<file path="src/include/exmon_pkg.sv">
// package: shared types and constants of the exclusive monitor block
// How it works
// - aborted cacheable read allocates line as invalid
// - any cache allocation clears exclusive monitor, unless an exclusive load is taken that cycle
// - exclusive load sets the monitor
// - exclusive store fails while monitor clear
// - barrier stalls until all loads finish
// - aborted missing load never installs valid
// - mispredicted loop branch may issue following load
package exmon_pkg;
    localparam int ADDR_W  = 32;
    localparam int DATA_W  = 32;
    localparam int TAG_LSB = 5;
    localparam int TAG_W   = ADDR_W - TAG_LSB;
    localparam int OUT_W   = 3;
    localparam logic [OUT_W-1:0] OUT_MAX = 3'h7;
    localparam logic [OUT_W-1:0] OUT_ONE = 3'h1;

    typedef enum logic [1:0] {
        OP_PLAIN_LOAD,
        OP_LOAD_EXCLUSIVE,
        OP_STORE_EXCLUSIVE,
        OP_DATA_SYNC_BARRIER
    } op_type;

    typedef struct packed {
        logic                 valid;
        op_type               op;
        logic                 cacheable;
        logic                 speculative;
        logic [ADDR_W-1:0]    addr;
        logic [DATA_W-1:0]    wdata;
    } issue_type;

    typedef struct packed {
        logic                 valid;
        logic                 abort;
        logic [ADDR_W-1:0]    addr;
    } fill_type;

    typedef struct packed {
        logic                 valid;
        logic                 line_valid;
        logic [TAG_W-1:0]     tag;
    } alloc_type;

    typedef struct packed {
        logic                 valid;
        logic [ADDR_W-1:0]    addr;
        logic [DATA_W-1:0]    data;
    } write_type;
endpackage

</file>
<file path="src/exmon_core.sv">
// module: exclusive monitor with data-cache allocation and barrier stall
module exmon_core (
    // clock and reset
    input  wire logic                   CLOCK,
    input  wire logic                   RESETN,
    // instruction issue from the pipeline
    input  wire exmon_pkg::issue_type   ISSUE,
    output logic                        ISSUE_READY,
    // read answers from the memory system
    input  wire exmon_pkg::fill_type    FILL,
    // data-cache allocation
    output exmon_pkg::alloc_type        ALLOC,
    // store toward memory
    output exmon_pkg::write_type        WRITE,
    // exclusive store result
    output logic                        STORE_DONE,
    output logic                        STORE_FAILED,
    // monitor and barrier stall state
    output logic                        MONITOR_SET,
    output logic                        STALLED
);
    import exmon_pkg::*;

    // -------------------------------------------------------------------
    // request decode
    // -------------------------------------------------------------------
    logic is_load;
    logic is_load_exclusive;
    logic is_store_exclusive;
    logic is_barrier;

    always_comb begin
        is_load            = 1'b0;
        is_load_exclusive  = 1'b0;
        is_store_exclusive = 1'b0;
        is_barrier         = 1'b0;
        // the op field means nothing without valid
        if (ISSUE.valid) begin
            unique case (ISSUE.op)
                OP_PLAIN_LOAD: begin
                    is_load = 1'b1;
                end
                OP_LOAD_EXCLUSIVE: begin
                    is_load           = 1'b1;
                    is_load_exclusive = 1'b1;
                end
                OP_STORE_EXCLUSIVE: begin
                    is_store_exclusive = 1'b1;
                end
                OP_DATA_SYNC_BARRIER: begin
                    is_barrier = 1'b1;
                end
            endcase
        end
    end

    // -------------------------------------------------------------------
    // outstanding load tracking
    // -------------------------------------------------------------------
    logic [OUT_W-1:0] outstanding;
    logic             load_issue;
    logic             load_full;
    logic             barrier_wait;
    logic             accept;

    // loads issued speculatively count too: the barrier waits for them
    assign load_issue = accept && is_load;

    exmon_counter u_outstanding (
        .clk   (CLOCK),
        .rst_n (RESETN),
        .inc   (load_issue),
        .dec   (FILL.valid),
        .count (outstanding)
    );

    // barrier holds issue while any earlier load is in flight
    assign barrier_wait = is_barrier && outstanding != '0;
    // a full tracker holds loads back so the count cannot wrap; an answer
    // in the same cycle frees a place
    assign load_full    = is_load && outstanding == OUT_MAX && !FILL.valid;
    assign accept       = ISSUE.valid && !barrier_wait && !load_full;

    // -------------------------------------------------------------------
    // exclusive monitor
    // -------------------------------------------------------------------
    logic monitor_reg;
    logic monitor_next;
    logic take_load_exclusive;
    logic take_store_exclusive;

    // only a taken request may touch the monitor
    assign take_load_exclusive  = accept && is_load_exclusive;
    assign take_store_exclusive = accept && is_store_exclusive;

    always_comb begin
        monitor_next = monitor_reg;
        // any allocation, valid or invalid, drops the reservation; this is
        // what lets an aborting speculative load starve the pair
        if (FILL.valid) begin
            monitor_next = 1'b0;
        end
        // the store spends the reservation whether it passes or fails
        if (take_store_exclusive) begin
            monitor_next = 1'b0;
        end
        // arming wins over a same-cycle allocation clear
        if (take_load_exclusive) begin
            monitor_next = 1'b1;
        end
    end

    always_ff @(posedge CLOCK) begin
        if (!RESETN) begin
            monitor_reg <= 1'b0;
        end else begin
            monitor_reg <= monitor_next;
        end
    end

    // -------------------------------------------------------------------
    // data-cache allocation
    // -------------------------------------------------------------------
    alloc_type alloc_reg;
    alloc_type alloc_next;

    always_comb begin
        alloc_next = '0;
        // every answer allocates; an aborted one only as invalid, so a
        // reissued aborting load never leaves a valid line
        if (FILL.valid) begin
            alloc_next.valid      = 1'b1;
            alloc_next.line_valid = !FILL.abort;
            alloc_next.tag        = FILL.addr[ADDR_W-1:TAG_LSB];
        end
    end

    always_ff @(posedge CLOCK) begin
        if (!RESETN) begin
            alloc_reg <= '0;
        end else begin
            alloc_reg <= alloc_next;
        end
    end

    // -------------------------------------------------------------------
    // exclusive store result
    // -------------------------------------------------------------------
    write_type write_reg;
    write_type write_next;
    logic      done_reg;
    logic      done_next;
    logic      failed_reg;
    logic      failed_next;

    always_comb begin
        write_next  = '0;
        done_next   = 1'b0;
        failed_next = 1'b0;
        // one pulse per taken store, with or without a write
        if (take_store_exclusive) begin
            done_next = 1'b1;
            // store uses the monitor as it stood, so an allocation in this
            // very cycle does not kill it
            if (monitor_reg) begin
                write_next.valid = 1'b1;
                write_next.addr  = ISSUE.addr;
                write_next.data  = ISSUE.wdata;
            end else begin
                // memory stays untouched; only the flag reports it
                failed_next = 1'b1;
            end
        end
    end

    always_ff @(posedge CLOCK) begin
        if (!RESETN) begin
            write_reg  <= '0;
            done_reg   <= 1'b0;
            failed_reg <= 1'b0;
        end else begin
            write_reg  <= write_next;
            done_reg   <= done_next;
            failed_reg <= failed_next;
        end
    end

    // -------------------------------------------------------------------
    // issue status
    // -------------------------------------------------------------------
    logic ready_reg;
    logic ready_next;
    logic stalled_reg;
    logic stalled_next;

    always_comb begin
        // both report the cycle before, since outputs leave from flops;
        // acceptance itself is decided without that delay
        ready_next   = !barrier_wait;
        stalled_next = barrier_wait;
    end

    always_ff @(posedge CLOCK) begin
        if (!RESETN) begin
            ready_reg   <= 1'b0;
            stalled_reg <= 1'b0;
        end else begin
            ready_reg   <= ready_next;
            stalled_reg <= stalled_next;
        end
    end

    // -------------------------------------------------------------------
    // outputs
    // -------------------------------------------------------------------
    assign ALLOC        = alloc_reg;
    assign WRITE        = write_reg;
    assign STORE_DONE   = done_reg;
    assign STORE_FAILED = failed_reg;
    assign MONITOR_SET  = monitor_reg;
    assign ISSUE_READY  = ready_reg;
    assign STALLED      = stalled_reg;
endmodule

</file>
<file path="src/exmon_counter.sv">
// module: up/down counter of outstanding loads
module exmon_counter (
    // clock and reset
    input  wire logic                       clk,
    input  wire logic                       rst_n,
    // events
    input  wire logic                       inc,
    input  wire logic                       dec,
    // count
    output logic [exmon_pkg::OUT_W-1:0]     count
);
    import exmon_pkg::*;

    logic [OUT_W-1:0] count_reg;
    logic [OUT_W-1:0] count_next;

    always_comb begin
        count_next = count_reg;
        if (inc && !dec) begin
            count_next = count_reg + OUT_ONE;
        end else if (dec && !inc) begin
            count_next = count_reg - OUT_ONE;
        end
    end

    always_ff @(posedge clk) begin
        if (!rst_n) begin
            count_reg <= '0;
        end else begin
            count_reg <= count_next;
        end
    end

    assign count = count_reg;
endmodule

</file>
<file path="config.mk">
export PLATFORM = sky130hd
export DESIGN_NAME = exmon_core
export DESIGN_NICKNAME = d
export VERILOG_FILES = /design/src/include/exmon_pkg.sv /design/src/exmon_core.sv /design/src/exmon_counter.sv
export SDC_FILE = /design/constraint.sdc
export NUM_CORES = 1
export LEC_CHECK = 0
export ABC_AREA = 1
export BUFFER_PORTS_ARGS = -buffer_cell sky130_fd_sc_hd__buf_2
export CAP_MARGIN = 20
export CELL_PAD_IN_SITES_DETAIL_PLACEMENT = 1
export CELL_PAD_IN_SITES_GLOBAL_PLACEMENT = 1
export CORE_UTILIZATION = 31
export DETAILED_ROUTE_END_ITERATION = 8
export PLACE_DENSITY = 0.92
export SYNTH_ARGS = -nofsm -noshare
export SYNTH_HDL_FRONTEND = slang
export SYNTH_SLANG_ARGS = --single-unit
</file>
<file path="constraint.sdc">
create_clock -name CLOCK -period 2.5 [get_ports CLOCK]
set_clock_uncertainty 0.15 [all_clocks]
set_input_delay 0.125 -clock CLOCK [delete_from_list [all_inputs] [get_ports CLOCK]]
set_output_delay 0.125 -clock CLOCK [all_outputs]
set_load 0.02 [all_outputs]
</file>
# [Word-level counts from Yosys, hierarchy flattened]
# Cells that the tools add are included.
[op_classes] div=0 order_cmp=0 add_sub_neg=2 n_reduce_logical=23 bitwise=0 mul=0 n_eq_ne=4 mux=17 shifts=0
[op_table] operator="2-to-1 mux 65 bit" count=1
[op_table] operator="2-to-1 mux 29 bit" count=1
[op_table] operator="2-to-1 mux 1 bit" count=13
[op_table] operator="logical AND 1 bit" count=10
[op_table] operator="2-to-1 mux 3 bit" count=2
[op_table] operator="nonzero test 3 bit" count=2
[op_table] operator="zero test 1 bit" count=5
[op_table] operator="== test 2 bit (second input constant)" count=2
[op_table] operator="AND reduction 2 bit" count=2
[op_table] operator="adder 3 x 1 -> 3 bit (second input constant)" count=1
[op_table] operator="== test 3 bit (second input constant)" count=1
[op_table] operator="AND reduction 3 bit" count=1
[op_table] operator="subtractor 3 x 1 -> 3 bit (second input constant)" count=1
[op_table] operator="== test 2 x 1 -> 1 bit (second input constant)" count=1
[op_table] operator="zero test 2 bit" count=1
[op_table] operator="nonzero test 2 bit" count=1
[op_table] operator="OR reduction 2 bit" count=1
[totals] input_bits=105 latch_bits=0 wordCells=58 output_inout_bits=99 rom_bits=0 regBits=102 ram_bits=0 memories=0

# [Logic depth before layout (Yosys ltp)]
[depth] depth_word=13 ltp_mapped=12 ltp_nobuf=12

# [Cells and area by module]
# A second synthesis with hierarchy kept.
[hier_totals] cells_unflattened=343 hier_area_um2=3467.1
[modules_own_cells] module="exmon_core" area_per_inst_um2=3293.2 seq_area_each_um2=1981.9 cells_per_inst=319 n_inst=1
[modules_own_cells] module="exmon_counter" area_per_inst_um2=173.9 seq_area_each_um2=60.1 cells_per_inst=24 n_inst=1

# [Worst setup path before layout]
# OpenSTA, ideal clock, no wires.
[synth_path] path_type="reg-to-reg" start="register u_outstanding.count_reg[1] (netlist: u_outstanding.count[1])" end="register u_outstanding.count_reg[2] (netlist: u_outstanding.count[2])" path_buffers=0 path_slack_ns=0.501 stages_incl_launch_ff=13 period_less_slack_ns=1.999 required_time_ns=2.280 arrival_time_ns=1.779 setup_time_ns=0.070 path_cell_list="dfxtp_1 > nor2_1 > nand2_1 > nand2_1 > nand3_1 > nor2_1 > ha_1 > inv_1 > fa_1 > or2_2 > nand2_1 > o21ai_0 > a21oi_1"
[synth_via] elab_chain_len=9 word_cells_on_any_way=18 cone_classes="add/sub: 2; eq/ne: 1; mux: 2; reduce/logical: 13"
[synth_rtl] element="start, declared" line_no="exmon_counter.sv:14" rtl="logic [OUT_W-1:0] count_reg;"
[synth_rtl] element="start signal, assigned" line_no="exmon_counter.sv:30" rtl="count_reg <= count_next;"
[synth_rtl] element="== test 3 bit or nonzero test 3 bit (tied branches)" line_no="exmon_core.sv:81, exmon_core.sv:78"
[synth_rtl] element="logical AND 1 bit (on tied branches)" line_no="exmon_core.sv:81, exmon_core.sv:78"
[synth_rtl] element="logical AND 1 bit or zero test 1 bit (tied branches)" line_no="exmon_core.sv:81, exmon_core.sv:82"
[synth_rtl] element="zero test 1 bit or logical AND 1 bit (tied branches)" line_no="exmon_core.sv:82" rtl="assign accept = ISSUE.valid && !barrier_wait && !load_full;"
[synth_rtl] element="logical AND 1 bit" line_no="exmon_core.sv:82"
[synth_rtl] element="logical AND 1 bit" line_no="exmon_core.sv:67" rtl="assign load_issue = accept && is_load;"
[synth_rtl] element="zero test 1 bit" line_no="exmon_counter.sv:21" rtl="end else if (dec && !inc) begin"
[synth_rtl] element="logical AND 1 bit" line_no="exmon_counter.sv:21"
[synth_rtl] element="nonzero test 2 bit (no line)"
# Parallel ways exist; a longest one is shown, timed or not. The select of a mux whose other input is x is not followed.
# A chain may end at the register's enable or synchronous reset.

# [Worst setup path in the final report]
[layout_path] start="input port ISSUE[67] (netlist bit)" end="register u_outstanding.count_reg[2] (netlist: u_outstanding.count[2])"
[layout_via] elab_chain_len=12 word_cells_on_any_way=21 cone_classes="eq/ne: 2; mux: 5; reduce/logical: 14"
[layout_rtl] element="start, declared" line_no="exmon_core.sv:7" rtl="input wire exmon_pkg::issue_type ISSUE,"
[layout_rtl] element="== test 2 x 1 -> 1 bit or zero test 2 bit (tied branches)" line_no="exmon_core.sv:39" rtl="unique case (ISSUE.op)"
[layout_rtl] element="OR reduction 2 bit (no line)"
[layout_rtl] element="2-to-1 mux 1 bit" line_no="exmon_core.sv:39"
[layout_rtl] element="2-to-1 mux 1 bit" line_no="exmon_core.sv:38" rtl="if (ISSUE.valid) begin"
[layout_rtl] element="logical AND 1 bit (2 in series)" line_no="exmon_core.sv:81" rtl="assign load_full = is_load && outstanding == OUT_MAX && !FILL.valid;"
[layout_rtl] element="zero test 1 bit" line_no="exmon_core.sv:82"
[layout_rtl] element="logical AND 1 bit" line_no="exmon_core.sv:82"
[layout_rtl] element="logical AND 1 bit *" line_no="exmon_core.sv:67"
[layout_rtl] element="zero test 1 bit" line_no="exmon_counter.sv:21"
[layout_rtl] element="logical AND 1 bit" line_no="exmon_counter.sv:21"
[layout_rtl] element="nonzero test 2 bit (no line)"
# Mark *: on every way between the ends. The rest lies on a longest branch, timed or not.

==> flow_summary.yaml <==
placement:
  placed_cell_area_um2: 4528
  numPortBuffers: 196
  place.gp.congestion: 0.7366
  post-place-ws_ns: 0.2343
  post-dp-hpwl_um: 7002
synth:
  synth_cell_types: 21
  synthesis.nets: 445
  ys_seq_elements: 102
  synth_warnings: 0
  synth_area_per_cell_um2: 10.21
  syn_inst: 338
  synth-seq-area-share_pct: 59.17
  netlist_area_um2: 3451
job:
  drv_cap: 0
layout:
  finalInstanceArea_um2: 5713
  fin_nets: 743
  layout_common_cells: "buf_2, dfxtp_1, inv_1, dlygate4sd3_1"
  largest_reg_flops: 65
  layout_commonest_cell: "buf_2"
  drive_above_1_share_pct: 41.56
  area_growth_pct: 65.55
  final_util_pct: 52.70
timing:
  fin_crit_ns: 2.399
  worst_slack_ns: 0.1012
  hold_violations: 0
  hold_slack_ns: 0.3164
  maxSlewViolCount: 0
  fmax_mhz: 416.9
  slew_headroom_pct: 31.55
  finalSetupTns_ns: 0
  worst-slew-pin-transition_ns: 1.024
  period_share_pct: 95.95
  rsz0062_at_grt: "false"
  setup_violations: 0
setup_path:
  critPathRequiredTime_ns: 2.64
  startpoint_type: "input pin"
  cpMostUsedCell: "nand2_1"
  cp.arrival_ns: 2.54
  cpPeakStageDelay_ns: 0.55
  worstPathMaxFanout: 5
  crit_chain: "dlygate4sd3_1, buf_2, nand2_1, nor2_1, nand2_1, nand3_1, nor2_1, ha_1, inv_1, fa_1, or2_2, nand2_1, o21ai_0, a21oi_1"
  end_kind: "register"
  slowest_stage: "dlygate4sd3_1"
  criticalPathCategory: "in2reg"
die:
  die_w_um: 107.5
  dieHeight_um: 107.5
  initial_utilization_pct: 31.83
  die_area_um2: 11560
  num_rows: 38
  ios: 204
  core_area_um2: 10840
cts:
  cts.clk_slew.worst_paths_ns: 0.09
  clockRootBuffer: "clkbuf_8"
  cts_sinks: 102
  cts_buffers: 9
  cts_tree: "built"
  ctsResizeCount: 0
  clock_path_buffers: 2
  h-tree-depth: 3
  insertion_delay_ns: 0.36
power_and_ir_drop:
  powerDensity_nw_per_um2: 545.5
  p_leak_uw: 0.003082
  vdd_drop_max_uv: 350.1
grt:
  antenna_found_initial: 2
  grt_use_total_pct: 19.98
  grt_overflow: 0
  grt_pass1_vias: 3621
  grt_first_pass_wirelength_um: 16990
  grt_max_degree: 36
drt:
  ant_nets: 0
  drtIter0Drc: 50
  post_drt_via_cell_ratio: 4.063
  via_count: 3177
  firstDrtPassIters: 4
  drc: 0
  drt-total-wl_um: 11620
  wl_per_cell_um: 14.86
run_status:
  status: "finished, final reports clean"
hold_path:
  hold_path.class: "in2reg"
kinds of logic (layout without fill, tap and decap cells):
| kind of cell | count (synthesis) | in the layout | share of synthesized area [%] |
|---|---|---|---|
| compound gates | 9 | 9 | 1.305 |
| fa+ha+maj | 2 | 2 | 0.9427 |
| buf+inv | 111 | 413 | 14.68 |
| flops | 102 | 102 | 59.17 |
| other cells | 0 | 2 | 0 |
| simple gates | 114 | 114 | 23.89 |
synth_stat cells:
cell / number / area (um2)
nand2_1: 6 / 22.52
buf_6: 1 / 11.26
buf_2: 1 / 5.000
a21oi_1: 6 / 30.03
buf_12: 5 / 100.1
dfxtp_1: 102 / 2042
nand3_2: 1 / 10.01
nor3_1: 1 / 5.000
nand3_1: 2 / 10.01
nand2_2: 1 / 6.260
nor2_4: 50 / 563.0
clkbuf_1: 2 / 7.510
nand4_1: 1 / 6.260
ha_1: 1 / 12.51
fa_1: 1 / 20.02
buf_1: 1 / 3.750
nand3b_1: 1 / 7.510
or2_2: 1 / 6.260
o21ai_0: 3 / 15.01
inv_1: 101 / 379.1
nor2_1: 50 / 187.7
worst max-delay path: cells and delay by family:
family                   cells  cell delay [ns]
buffers and inverters        3             0.79
AO/OA/AOI/OAI                2             0.19
adder cells (fa/ha/maj)      2             0.56
AND/OR/NAND/NOR              7             0.88
power breakdown:
| group | internal [uW] | switching, uW | total (uW) |
|---|---|---|---|
| combinational | 204 | 187 | 391 |
| clock | 514 | 542 | 1060 |
| sequential | 1650 | 15.0 | 1670 |
| total | 2370 | 744 | 3120 |
layer usage:
layer,track usage (%),up-vias,part of all wire [%]
met5,0,-,0
met4,15.85,0,6.4
met3,4.116,55,4.5
met2,41.07,142,57
met1,15.66,1454,32
li1,-,1526,-
what timing repair did:
action | 4_1_cts | 5_1_grt
hold endpoints to repair | 99 | 0
buffers inserted | 0 | 0
hold buffers | 98 | 0
final timing paths:
kind | start | end | slack [ns] | cells after the start
setup / recovery | ISSUE[67] | u_outstanding.count[2] | 0.10 | 14
hold / removal | FILL[32] | ALLOC[27] | 0.32 | 3
setup reg to reg | u_outstanding.count[0] | u_outstanding.count[2] | 0.20 | 12
hold reg to reg | u_outstanding.count[1] | u_outstanding.count[1] | 0.37 | 2
final cells by class:
type / instances / area [um2]
fill: 1302 / 5127
multi-input combinational: 125 / 915.9
timing repair buffer: 297 / 1997
sequential: 102 / 2042
clock inverter: 3 / 43.79
tap: 140 / 175.2
inverter: 101 / 379.1
antenna: 2 / 5.005
clock buffer: 12 / 155.1
per-stage QoR:
| stage | power, uW | instances |
|---|---|---|
| 6_report | 3117 | 782 |
| 5_1_grt | 3248 | 782 |
| 4_1_cts | 3144 | 780 |
| 3_5_place_dp | 1964 | 667 |
| 3_3_place_gp | 1947 | 667 |
| 2_1_floorplan | 1838 | 338 |
Power figures use the tool's default switching activity.
